## config.mk

```make
export PLATFORM = sky130hd
export DESIGN_NAME = phy_mgmt_register_view
export DESIGN_NICKNAME = d
export VERILOG_FILES = /design/src/design/phy_mgmt_pkg.sv /design/src/design/mgmt_pin_sync.sv /design/src/design/phy_mgmt_register_view.sv
export VERILOG_INCLUDE_DIRS = /design/src /design/src/design
export SDC_FILE = /design/constraint.sdc
export NUM_CORES = 1
export LEC_CHECK = 0
export BUFFER_PORTS_ARGS = -buffer_cell sky130_fd_sc_hd__buf_4
export CORE_MARGIN = 1
export CORE_UTILIZATION = 35
export DETAILED_ROUTE_END_ITERATION = 8
export GPL_TIMING_DRIVEN = 0
export SLEW_MARGIN = 10
export SYNTH_ARGS = -nofsm -noshare
export SYNTH_HDL_FRONTEND = slang
export SYNTH_SLANG_ARGS = --single-unit
export TNS_END_PERCENT = 100
```

## constraint.sdc

```tcl
create_clock -name mclk_i -period 3.4 [get_ports mclk_i]
set_input_delay 0.68 -clock mclk_i [delete_from_list [all_inputs] [get_ports mclk_i]]
set_output_delay 0.68 -clock mclk_i [all_outputs]
set_load 0.05 [all_outputs]
```

## src/design/phy_mgmt_cfg.svh

```systemverilog
// Constants of the per-port station-management register view.
// Assumes inclusion by bare name from the register view design module.
`ifndef PHY_MGMT_CFG_SVH
`define PHY_MGMT_CFG_SVH

// Frame layout
`define PMV_PRE_ONES 6'h20
`define PMV_HDR_LAST 5'h0C
`define PMV_WR_LAST 5'h11
`define PMV_RD_LAST 5'h10
`define PMV_OP_RD 2'h2
`define PMV_OP_WR 2'h1

// Port addressing
`define PMV_PHYAD_FIRST 5'h01
`define PMV_PHYAD_LAST 5'h05

// Register addresses
`define PMV_REG_CTL 5'h00
`define PMV_REG_STAT 5'h01
`define PMV_REG_ID_HI 5'h02
`define PMV_REG_ID_LO 5'h03
`define PMV_REG_ADV 5'h04
`define PMV_REG_LPA 5'h05

// Control field positions
`define PMV_CTL_SRST 15
`define PMV_CTL_LOOP 14
`define PMV_CTL_SPD 13
`define PMV_CTL_ANEN 12
`define PMV_CTL_PDN 11
`define PMV_CTL_REKICK 9
`define PMV_CTL_DUP 8
`define PMV_CTL_MDI 4
`define PMV_CTL_XOFF 3
`define PMV_CTL_FEF 2
`define PMV_CTL_TXOFF 1
`define PMV_CTL_LED 0

// Reset values
`define PMV_RST_LOOP 1'h0
`define PMV_RST_SPD 1'h1
`define PMV_RST_ANEN 1'h1
`define PMV_RST_PDN 1'h0
`define PMV_RST_DUP 1'h0
`define PMV_RST_OFF 1'h0
`define PMV_RST_ADV 5'h1F

// Status and advertisement constants
`define PMV_STAT_T4 1'h0
`define PMV_STAT_CAPS 4'hF
`define PMV_STAT_ANCAP 1'h1
`define PMV_ADV_SEL 5'h01

// Identity words, arbitrary neutral values
`define PMV_ID_HI 16'h5A5A
`define PMV_ID_LO 16'h0C30

`endif

```

## src/design/phy_mgmt_pkg.sv

```systemverilog
// Types shared by the register view.
// Assumes the cfg header sits next to it.
`default_nettype none

package phy_mgmt_pkg;
  typedef enum logic [2:0] {
    ST_PRE,
    ST_HDR,
    ST_TA_RD,
    ST_RD,
    ST_WR
  } mgmt_state_e;

  typedef logic [4:0] port_vec_t;
  typedef logic [2:0] port_idx_t;
endpackage

`default_nettype wire

```

## src/design/mgmt_pin_sync.sv

```systemverilog
// Three-stage synchroniser with agreement filter for one pin.
// Assumes the pin is asynchronous to clk_i.
`default_nettype none

module mgmt_pin_sync #(
  parameter logic RESET_VAL = 1'b0
) (
  // Clock and reset
  input wire logic clk_i,
  input wire logic rst_n_i,
  // Pin and result
  input wire logic pin_i,
  output logic level_o
);

  logic s1;
  logic s2;
  logic s3;

  // First stage feeds only the second
  always_ff @(posedge clk_i or negedge rst_n_i) begin
    if (!rst_n_i) begin
      s1 <= RESET_VAL;
      s2 <= RESET_VAL;
      s3 <= RESET_VAL;
    end else begin
      s1 <= pin_i;
      s2 <= s1;
      s3 <= s2;
    end
  end

  // A change counts once two later stages agree
  always_ff @(posedge clk_i or negedge rst_n_i) begin
    if (!rst_n_i) begin
      level_o <= RESET_VAL;
    end else if (s2 == s3) begin
      level_o <= s3;
    end
  end

endmodule

`default_nettype wire

```

## src/design/phy_mgmt_register_view.sv

```systemverilog
// Station-management slave for five switch ports, control and status view.
// Assumes MDC and MDIO arrive asynchronously; MDC well below mclk_i / 8.
`include "phy_mgmt_cfg.svh"
`default_nettype none

// Summary of operation
// - Port N answers at management address N + 1.
// - Only register addresses zero to five exist.
// - Control bit 15 shows soft reset, read-only.
// - Control bit 14 write-only MAC loopback.
// - Control bit 13 selects 100 or 10.
// - Control bit 12 enables auto-negotiation, default one.
// - Control bit 11 powers the transceiver down.
// - Control bit 9 restarts auto-negotiation.
// - Control bit 8 forces full duplex.
// - Control bit 4 forces straight MDI wiring.
// - Control bit 3 disables automatic crossover.
// - Control bit 2 disables far-end fault detection.
// - Control bit 1 disables transmission.
// - Control bit 0 switches port indicators off.
// - Status bit 15 always reads zero.
// - Status bits 14 to 11 read one.
// - Status bit 5 shows negotiation finished.
// - Status bit 4 shows far-end fault.
// - Status bit 3 reads one, negotiation capable.
module phy_mgmt_register_view
  import phy_mgmt_pkg::*;
(
  // Clock and reset
  input wire logic mclk_i,
  input wire logic rst_n_i,
  // Management link
  input wire logic mdc_i,
  input wire logic mdio_i,
  output logic mdio_o,
  output logic mdio_oe_o,
  // Port status from the transceivers
  input wire logic [4:0] soft_reset_busy_i,
  input wire logic [4:0] negotiation_finished_i,
  input wire logic [4:0] far_end_fault_i,
  input wire logic [4:0] link_up_i,
  input wire logic [24:0] partner_ability_i,
  // Port controls to the transceivers
  output logic [4:0] mac_loopback_o,
  output logic [4:0] speed_100_o,
  output logic [4:0] autoneg_on_o,
  output logic [4:0] power_down_o,
  output logic [4:0] autoneg_rekick_o,
  output logic [4:0] full_duplex_o,
  output logic [4:0] straight_wiring_force_o,
  output logic [4:0] crossover_auto_off_o,
  output logic [4:0] far_fault_off_o,
  output logic [4:0] transmit_off_o,
  output logic [4:0] indicator_off_o,
  output logic [24:0] adv_ability_o
);

  ////////////////////////////////////////////////////////////////////////////
  // Decoding helpers

  function automatic logic port_hit(input logic [4:0] phyad);
    port_hit = (phyad >= `PMV_PHYAD_FIRST) && (phyad <= `PMV_PHYAD_LAST);
  endfunction

  function automatic port_idx_t port_index(input logic [4:0] phyad);
    logic [4:0] diff;
    diff = phyad - `PMV_PHYAD_FIRST;
    port_index = diff[2:0];
  endfunction

  ////////////////////////////////////////////////////////////////////////////
  // Pin sampling

  logic mdc_f;
  logic mdio_f;
  logic mdc_prev;

  mgmt_pin_sync #(
    .RESET_VAL(1'b0)
  ) u_mdc_sync (
    .clk_i(mclk_i),
    .rst_n_i(rst_n_i),
    .pin_i(mdc_i),
    .level_o(mdc_f)
  );

  // MDIO idles high through its pull-up
  mgmt_pin_sync #(
    .RESET_VAL(1'b1)
  ) u_mdio_sync (
    .clk_i(mclk_i),
    .rst_n_i(rst_n_i),
    .pin_i(mdio_i),
    .level_o(mdio_f)
  );

  always_ff @(posedge mclk_i or negedge rst_n_i) begin
    if (!rst_n_i) begin
      mdc_prev <= 1'b0;
    end else begin
      mdc_prev <= mdc_f;
    end
  end

  // Edges come from the filtered level, so one noisy sample cannot clock a bit
  wire mdc_rise = mdc_f & ~mdc_prev;

  ////////////////////////////////////////////////////////////////////////////
  // Frame decoding

  mgmt_state_e state;
  logic [5:0] pre_cnt;
  logic [4:0] bit_cnt;
  logic [12:0] hdr_sr;
  logic [17:0] wr_sr;
  logic [15:0] rd_sr;
  logic wr_stb;
  logic [4:0] wr_phyad;
  logic [4:0] wr_regad;
  logic [15:0] wr_data;

  wire [12:0] hdr_next = {hdr_sr[11:0], mdio_f};
  wire [17:0] wr_next = {wr_sr[16:0], mdio_f};
  wire hdr_st_ok = hdr_next[12];
  wire [1:0] hdr_op = hdr_next[11:10];
  wire [4:0] hdr_phyad = hdr_next[9:5];
  wire [4:0] hdr_regad = hdr_next[4:0];
  wire hdr_mine = hdr_st_ok & port_hit(hdr_phyad);
  wire hdr_rd = hdr_mine & (hdr_op == `PMV_OP_RD);
  wire hdr_wr = hdr_mine & (hdr_op == `PMV_OP_WR);
  wire pre_full = (pre_cnt == `PMV_PRE_ONES);

  ////////////////////////////////////////////////////////////////////////////
  // Read word selection

  // Unknown ports fold onto index zero; their word is never driven out
  wire rd_port_ok = port_hit(hdr_phyad);
  wire port_idx_t rd_idx = rd_port_ok ? port_index(hdr_phyad) : 3'h0;

  wire [15:0] ctl_word = {
    soft_reset_busy_i[rd_idx],
    1'b0,
    speed_100_o[rd_idx],
    autoneg_on_o[rd_idx],
    power_down_o[rd_idx],
    1'b0,
    autoneg_rekick_o[rd_idx],
    full_duplex_o[rd_idx],
    3'h0,
    straight_wiring_force_o[rd_idx],
    crossover_auto_off_o[rd_idx],
    far_fault_off_o[rd_idx],
    transmit_off_o[rd_idx],
    indicator_off_o[rd_idx]
  };

  wire [15:0] stat_word = {
    `PMV_STAT_T4,
    `PMV_STAT_CAPS,
    5'h00,
    negotiation_finished_i[rd_idx],
    far_end_fault_i[rd_idx],
    `PMV_STAT_ANCAP,
    link_up_i[rd_idx],
    2'h0
  };

  wire [4:0] adv_sel = adv_ability_o[rd_idx * 5 +: 5];
  wire [4:0] lpa_sel = partner_ability_i[rd_idx * 5 +: 5];
  wire [15:0] adv_word = {5'h00, adv_sel[4], 1'b0, adv_sel[3:0], `PMV_ADV_SEL};
  wire [15:0] lpa_word = {5'h00, lpa_sel[4], 1'b0, lpa_sel[3:0], 5'h00};

  // Registers two, three and five are read-only views
  wire [15:0] rd_word =
    (hdr_regad == `PMV_REG_CTL) ? ctl_word :
    (hdr_regad == `PMV_REG_STAT) ? stat_word :
    (hdr_regad == `PMV_REG_ID_HI) ? `PMV_ID_HI :
    (hdr_regad == `PMV_REG_ID_LO) ? `PMV_ID_LO :
    (hdr_regad == `PMV_REG_ADV) ? adv_word :
    (hdr_regad == `PMV_REG_LPA) ? lpa_word :
    16'h0000;

  ////////////////////////////////////////////////////////////////////////////
  // Frame state machine
  // Bits are taken on MDC rise; read data change on the rise too,
  // giving the controller a full MDC period before its next sample.
  // Limitation: a frame cut short resumes on the next frame's preamble bits.

  always_ff @(posedge mclk_i or negedge rst_n_i) begin
    if (!rst_n_i) begin
      state <= ST_PRE;
      pre_cnt <= 6'h00;
      bit_cnt <= 5'h00;
      hdr_sr <= 13'h0000;
      wr_sr <= 18'h0_0000;
      rd_sr <= 16'h0000;
      mdio_o <= 1'b1;
      mdio_oe_o <= 1'b0;
      wr_stb <= 1'b0;
      wr_phyad <= 5'h00;
      wr_regad <= 5'h00;
      wr_data <= 16'h0000;
    end else begin
      wr_stb <= 1'b0;
      if (mdc_rise) begin
        case (state)
          ST_PRE: begin
            if (mdio_f) begin
              if (!pre_full) begin
                pre_cnt <= pre_cnt + 6'h01;
              end
            end else begin
              pre_cnt <= 6'h00;
              if (pre_full) begin
                state <= ST_HDR;
                bit_cnt <= 5'h00;
              end
            end
          end
          ST_HDR: begin
            hdr_sr <= hdr_next;
            bit_cnt <= bit_cnt + 5'h01;
            if (bit_cnt == `PMV_HDR_LAST) begin
              bit_cnt <= 5'h00;
              wr_phyad <= hdr_phyad;
              wr_regad <= hdr_regad;
              rd_sr <= rd_word;
              if (hdr_rd) begin
                state <= ST_TA_RD;
              end else if (hdr_wr) begin
                state <= ST_WR;
              end else begin
                state <= ST_PRE;
              end
            end
          end
          ST_TA_RD: begin
            mdio_oe_o <= 1'b1;
            mdio_o <= 1'b0;
            state <= ST_RD;
          end
          ST_RD: begin
            bit_cnt <= bit_cnt + 5'h01;
            if (bit_cnt == `PMV_RD_LAST) begin
              mdio_oe_o <= 1'b0;
              mdio_o <= 1'b1;
              state <= ST_PRE;
            end else begin
              mdio_o <= rd_sr[15];
              rd_sr <= {rd_sr[14:0], 1'b0};
            end
          end
          ST_WR: begin
            wr_sr <= wr_next;
            bit_cnt <= bit_cnt + 5'h01;
            if (bit_cnt == `PMV_WR_LAST) begin
              wr_stb <= 1'b1;
              wr_data <= wr_next[15:0];
              state <= ST_PRE;
            end
          end
          default: begin
            state <= ST_PRE;
            mdio_oe_o <= 1'b0;
            mdio_o <= 1'b1;
            pre_cnt <= 6'h00;
            bit_cnt <= 5'h00;
          end
        endcase
      end
    end
  end

  ////////////////////////////////////////////////////////////////////////////
  // Register writes

  // Only registers zero and four hold state; other writes fall through
  wire port_idx_t wr_idx = port_index(wr_phyad);
  wire wr_ok = wr_stb & port_hit(wr_phyad);
  wire wr_ctl = wr_ok & (wr_regad == `PMV_REG_CTL);
  wire wr_adv = wr_ok & (wr_regad == `PMV_REG_ADV);

  genvar p;
  generate
    for (p = 0; p < 5; p++) begin : g_port
      wire ctl_hit = wr_ctl & (wr_idx == port_idx_t'(p));
      wire adv_hit = wr_adv & (wr_idx == port_idx_t'(p));

      // Restart is a one-cycle pulse, so it never stays set
      always_ff @(posedge mclk_i or negedge rst_n_i) begin
        if (!rst_n_i) begin
          autoneg_rekick_o[p] <= 1'b0;
        end else begin
          autoneg_rekick_o[p] <= ctl_hit & wr_data[`PMV_CTL_REKICK];
        end
      end

      always_ff @(posedge mclk_i or negedge rst_n_i) begin
        if (!rst_n_i) begin
          mac_loopback_o[p] <= `PMV_RST_LOOP;
          speed_100_o[p] <= `PMV_RST_SPD;
          autoneg_on_o[p] <= `PMV_RST_ANEN;
          power_down_o[p] <= `PMV_RST_PDN;
          full_duplex_o[p] <= `PMV_RST_DUP;
          straight_wiring_force_o[p] <= `PMV_RST_OFF;
          crossover_auto_off_o[p] <= `PMV_RST_OFF;
          far_fault_off_o[p] <= `PMV_RST_OFF;
          transmit_off_o[p] <= `PMV_RST_OFF;
          indicator_off_o[p] <= `PMV_RST_OFF;
        end else if (ctl_hit) begin
          mac_loopback_o[p] <= wr_data[`PMV_CTL_LOOP];
          speed_100_o[p] <= wr_data[`PMV_CTL_SPD];
          autoneg_on_o[p] <= wr_data[`PMV_CTL_ANEN];
          power_down_o[p] <= wr_data[`PMV_CTL_PDN];
          full_duplex_o[p] <= wr_data[`PMV_CTL_DUP];
          straight_wiring_force_o[p] <= wr_data[`PMV_CTL_MDI];
          crossover_auto_off_o[p] <= wr_data[`PMV_CTL_XOFF];
          far_fault_off_o[p] <= wr_data[`PMV_CTL_FEF];
          transmit_off_o[p] <= wr_data[`PMV_CTL_TXOFF];
          indicator_off_o[p] <= wr_data[`PMV_CTL_LED];
        end
      end

      // Advertised abilities: pause, 100 full, 100 half, 10 full, 10 half
      always_ff @(posedge mclk_i or negedge rst_n_i) begin
        if (!rst_n_i) begin
          adv_ability_o[p * 5 +: 5] <= `PMV_RST_ADV;
        end else if (adv_hit) begin
          adv_ability_o[p * 5 +: 5] <= {wr_data[10], wr_data[8:5]};
        end
      end
    end
  endgenerate

endmodule

`default_nettype wire
```

## Word-level counts from Yosys, hierarchy flattened

Cells that the tools add are included.

- Word-level logic and storage cells: 228
- Output and inout port bits: 82
- Flip-flop bits (word level): 173

- Shift-type cells: 2
- Multiplexer cells: 60
- Equal/unequal tests: 29
- Multiply operators: 1
- Bitwise operators: 26
- Add/sub/neg operators: 4
- Reductions and logical operators: 20
- Magnitude comparators: 5

Operator list:

| operator | number |
|---|---|
| $shiftx 25x7->5 | 2 |
| $mux 16 | 3 |
| $bmux 1 s3 | 14 |
| $pmux 16 s2 | 1 |
| $mux 15 | 2 |
| $mux 3 | 8 |
| $and 1x1->1 | 22 |
| $mux 11 | 2 |
| $pmux 5 s4 | 1 |
| $mux 1 | 19 |
| $eq 5x3->1 const B | 3 |
| $mux 5 | 3 |
| $pmux 3 s5 | 1 |
| $eq 3x2->1 const B | 4 |
| $mux 12 | 1 |
| $mux 6 | 2 |
| $ne 2x2->1 const B | 6 |
| $pmux 6 s2 | 1 |
| $reduce_and 3->1 | 4 |
| $eq 5x2->1 const B | 2 |
| $eq 5x5->1 const B | 2 |
| $ge 5x1->1 const B | 2 |
| $le 5x3->1 const B | 2 |
| $logic_not 5->1 | 2 |
| other kinds (25) | 38 |

## Longest topological paths before layout

- Word-level depth: 13
- Gate-level depth with buffers: 13
- Gate-level depth less buffers: 8

## Modules after synthesis

From an unflattened synthesis, not the netlist that was laid out.

- Cells, all modules: 787
- Area, all modules: 8689.6 um^2

By module, submodules not included:

| module | times used | sequential area each (um^2) | area each (um^2) | cells an instance |
|---|---|---|---|---|
| phy_mgmt_register_view | 1 | 4174.0 | 8461.9 | 777 |
| mgmt_pin_sync at u_mdio_sync | 1 | 105.1 | 116.4 | 5 |
| mgmt_pin_sync at u_mdc_sync | 1 | 100.1 | 111.4 | 5 |

## Least setup slack after synthesis

No wires, ideal clock.

- Kind: register -> register
- From: register hdr_sr[4]
- To: register rd_sr[11]
- Library setup time: 0.129 ns
- Data arrival time: 2.742 ns
- Path slack: 0.529 ns
- Period minus slack after synthesis: 2.871 ns
- Cell stages (with the launch flop): 13
- Buffers on the path: 7
- Path through: dfrtp_1 > buf_6 > clkbuf_1 > inv_1 > clkbuf_1 > ha_1 > buf_2 > buf_2 > buf_1 > clkbuf_1 > o21ai_0 > a221oi_1 > o31ai_1

- Cells in the longest elaborated chain, start to end: 8
- Elaborated cells on any way between the ends: 10

Ends and longest elaborated chain:

| item | RTL line | text |
|---|---|---|
| start: declaration | phy_mgmt_register_view.sv:114 | `logic [12:0] hdr_sr;` |
| start signal: assignment | phy_mgmt_register_view.sv:221 | `hdr_sr <= hdr_next;` |
| $ge 5x1->1 (no line) / $le 5x3->1 (equally long branches) | -- |  |
| $logic_and 1x1->1 | phy_mgmt_register_view.sv:62 | `` port_hit = (phyad >= `PMV_PHYAD_FIRST) && (phyad <= `PMV_PHYAD_LAST); `` |
| $mux 3 * | phy_mgmt_register_view.sv:138 | `wire port_idx_t rd_idx = rd_port_ok ? port_index(hdr_phyad) : 3'h0;` |
| $bmux 1 s3 * | phy_mgmt_register_view.sv:145 | `power_down_o[rd_idx],` |
| $mux 1 (not written as such) * | phy_mgmt_register_view.sv:145 |  |
| $mux 16 * | phy_mgmt_register_view.sv:175 | `` (hdr_regad == `PMV_REG_CTL) ? ctl_word : `` |
| $mux 16 * | phy_mgmt_register_view.sv:223 | `` if (bit_cnt == `PMV_HDR_LAST) begin `` |
| $pmux 16 s2 * | phy_mgmt_register_view.sv:206 | `case (state)` |
| end signal: assignment | phy_mgmt_register_view.sv:227 | `rd_sr <= rd_word;` |
| end signal: assignment | phy_mgmt_register_view.sv:250 | `rd_sr <= {rd_sr[14:0], 1'b0};` |
| end: declaration | phy_mgmt_register_view.sv:116 | `logic [15:0] rd_sr;` |

Every way passes the cells marked *; elsewhere a longest branch is shown, timed or not. The select of a mux whose other input is x is not followed.
A chain may end at the register's enable or synchronous reset.

## Worst setup path after layout

- From: register hdr_sr[4]
- To: register rd_sr[15]

- Cells in the longest elaborated chain, start to end: 8
- Elaborated cells on any way between the ends: 10

Ends and longest elaborated chain:

| item | RTL line | text |
|---|---|---|
| $ge 5x1->1 (no line) / $le 5x3->1 (equally long branches) | -- |  |
| $logic_and 1x1->1 | phy_mgmt_register_view.sv:62 |  |
| $mux 3 * | phy_mgmt_register_view.sv:138 |  |
| $bmux 1 s3 * | phy_mgmt_register_view.sv:141 | `soft_reset_busy_i[rd_idx],` |
| $mux 1 (not written as such) * | phy_mgmt_register_view.sv:141 |  |
| $mux 16 * | phy_mgmt_register_view.sv:175 |  |
| $mux 16 * | phy_mgmt_register_view.sv:223 |  |
| $pmux 16 s2 * | phy_mgmt_register_view.sv:206 |  |

Marked as above.

==> impl_metrics.toml <==
[run_status]
outcome = "complete, no violations"

[floorplanning]
dieArea_mm2 = 0.0252
coreArea_mm2 = 0.0238
die_h_um = 159
initial_core_util = 0.362
ioPinCount = 131
num_rows = 56
die_x_um = 159

[timing]
fin_crit_sh = 0.967
fin_ws_ns = 0.112
setup_viol = 0
finalMaxSlewViolations = 0
hold_viol = 0
tns_ns = 0
max_freq_mhz = 304
final.setup_skew_ns = 0.0183
maxSlewHeadroom = 0.366
worst_slew_pin_slew_ns = 0.951
period_needed_ns = 3.29

[route]
post-route-drc-count = 0
num_vias = 6952
ant_nets = 0
met1_length_um = 11800
route.met2.wl_um = 12500
highest_layer = "met4"
route.met3.wl_um = 1380
via_per_inst = 5.43
drtPass1Iterations = 5
drtIter0Drc = 567
wirelength_um = 27000
routedWlPerCell_um = 21.1

[logic_synthesis]
synth_top_area_share = 0.387
synth_area_mm2 = 0.00859
yosys-top-cells-area = "dfrtp_1 39%, mux2_2 15%, dfstp_2 12%"
async_flop_share = 1.00
ys.flop_type = "dfrtp_1"
yosys.area.top_type = "dfrtp_1"
synth_most_common_cell = "dfrtp_1"
synth_common_cells = "133 x dfrtp_1, 117 x mux2_2, 109 x nand2_1, 48 x o21ai_0, 43 x nor2_1"
synth-seq-area-share = 0.510
synthesis.nets = 850
syn_inst = 793
ys_ff_latch = 173
synth_edf_count = 0
yosys_warnings = 0
syn_avg_cell_area_um2 = 10.8
ys_types = 76

[finish]
layout-drive-gt1-share = 0.389
nNetsFinal = 1006
antennaDiodeCount = 0
area_growth_pct = 24.8

[critical_path]
end_kind = "flop"
cp.arrival_ns = 3.60
startpoint_type = "flop"
cp_data_required_time_ns = 3.72
cp_top_family = "buffers and inverters"
cpMostUsedCell = "clkbuf_2"
cpMaxStageDelayCell = "xor2_2"
crit_type = "flop to flop"
cpPeakStageDelay_ns = 0.50
worstPathCellList = "buf_6, clkbuf_4, inv_1, clkbuf_2, ha_1, xor2_2, clkbuf_2, o221a_2, nor3_1, a221oi_1, nor2_1"
rrSetupSlack_ns = 0.11
path_buf_inv = 5
crit_fanout = 10

[clock_tree]
cts.sinks = 173
clk_latency_ns = 0.44
clockBufferDepth = 2
cts_tree = "built"
root_buffer = "clkbuf_16"
htreeDepth = 4
clk_pin_slew_ns = 0.07
cts_buffers = 17

[grt]
grt_pass1_vias = 7139
antenna_found_initial = 0
grt_start_max_net_pins = 93
grtUsageTotal = 0.218
overflow = 0
grt_first_pass_wirelength_um = 41900

[placed_design]
place_congestion = 0.914
post-dp-hpwl_um = 19000
dp_worst_setup_slack_ns = -1.10
placement.io_buffers = 130

[power_and_ir_drop]
vdd_drop_max_mv = 0.330
finalPower_w = 0.00427
p_per_area_mw_per_mm2 = 398
p_leak_nw = 4.92

[run]
cap_violations = 0

[min_path]
hold_path_class = "input port to async pin"
## area by class of cell
| type | count | area [um^2] |
|---|---|---|
| Fill cell | 2268 | 13000 |
| Inverter | 14 | 52.6 |
| Tap cell | 319 | 399 |
| Multi-Input combinational cell | 557 | 3960 |
| Buffer | 49 | 263 |
| Clock inverter | 14 | 175 |
| Timing Repair Buffer | 137 | 1070 |
| Clock buffer | 18 | 429 |
| Sequential cell | 173 | 4380 |
## per-stage QoR
step | hold slack [ns] | instances | utilization | cell area, um^2
after CTS | 0.271 | 1275 | 0.449 | 10700
after floorplan | 0.331 | 793 | - | 8590
after global routing | 0.279 | 1281 | 0.452 | 10700
after detailed placement | 0.336 | 1243 | 0.421 | 10000
final | 0.232 | 1281 | 0.452 | 10700
after global placement | 0.339 | 1242 | 0.420 | 9970
## path summary, 6_finish.rpt
path                                          from                          to  cells after the start
max in group asynchronous                  rst_n_i  speed_100_o[3]$_DFFE_PN1P_                      2
min reg2reg                u_mdc_sync.s1$_DFF_PN0_     u_mdc_sync.s2$_DFF_PN0_                      0
min in group mclk_i                         mdio_i    u_mdio_sync.s1$_DFF_PN1_                      1
min                                        rst_n_i       hdr_sr[6]$_DFFE_PN0P_                      1
max reg2reg                  hdr_sr[4]$_DFFE_PN0P_       rd_sr[15]$_DFFE_PN0P_                     11
max                          hdr_sr[4]$_DFFE_PN0P_       rd_sr[15]$_DFFE_PN0P_                     11
## cell usage in the layout, fill, tap and decap left out, types with 5 or more instances in the layout
| cell | n |
|---|---|
| nand2b_1 | 9 |
| nand2_1 | 109 |
| inv_1 | 14 |
| a211oi_1 | 6 |
| mux2_2 | 117 |
| nand3_1 | 16 |
| clkbuf_1 | 20 |
| or3_1 | 5 |
| clkinv_8 | 6 |
| o221ai_1 | 5 |
| nor2b_1 | 11 |
| dfrtp_1 | 133 |
| mux2i_1 | 10 |
| nor2_1 | 43 |
| o31ai_1 | 8 |
| clkbuf_16 | 17 |
| buf_6 | 6 |
| ha_1 | 8 |
| buf_2 | 17 |
| a21oi_1 | 37 |
| dfstp_2 | 40 |
| buf_4 | 134 |
| a221oi_1 | 7 |
| a31oi_1 | 5 |
| nor3_1 | 8 |
| and2_1 | 8 |
| o21ai_0 | 48 |
## flip-flops by register name, summed over array words and instances, names as in the netlist, 6 cells and up
register	flops
pre_cnt	6
wr_data	15
adv_ability_o	25
wr_sr	14
hdr_sr	12
rd_sr	16
## metal layers
metal / global-route usage / vias to the layer above
met5: 0 / -
li1: - / 3184
met1: 0.283 / 3423
met3: 0.0332 / 63
met2: 0.348 / 282
met4: 0.117 / 0
## kinds of logic (layout without fill, tap and decap cells)
group / after synthesis / count (layout) / share of synthesized area
compound gates: 169 / 169 / 0.132
xor+xnor: 8 / 8 / 0.00815
fa+ha+maj: 10 / 10 / 0.0140
buf+inv: 63 / 232 / 0.0344
flops: 173 / 173 / 0.510
mux: 127 / 127 / 0.165
simple gates: 243 / 243 / 0.137
## timing repair
| item | 4_1_cts | 5_1_grt |
|---|---|---|
| setup buffers | 0 | 6 |
| setup endpoints to repair | 15 | 9 |
| hold buffers | 0 | 0 |
| pin swaps | 0 | 2 |
| gates resized for setup | 13 | 4 |
## report_power, final
group | leakage (nW) | switching [W] | total [W] | internal (W)
Combinational | 2.40 | 0.000109 | 0.000186 | 0.0000772
Clock | 0.292 | 0.000982 | 0.00198 | 0.000999
Sequential | 2.22 | 0.0000225 | 0.00211 | 0.00208
Note: power is estimated with default switching activity, not from simulation.
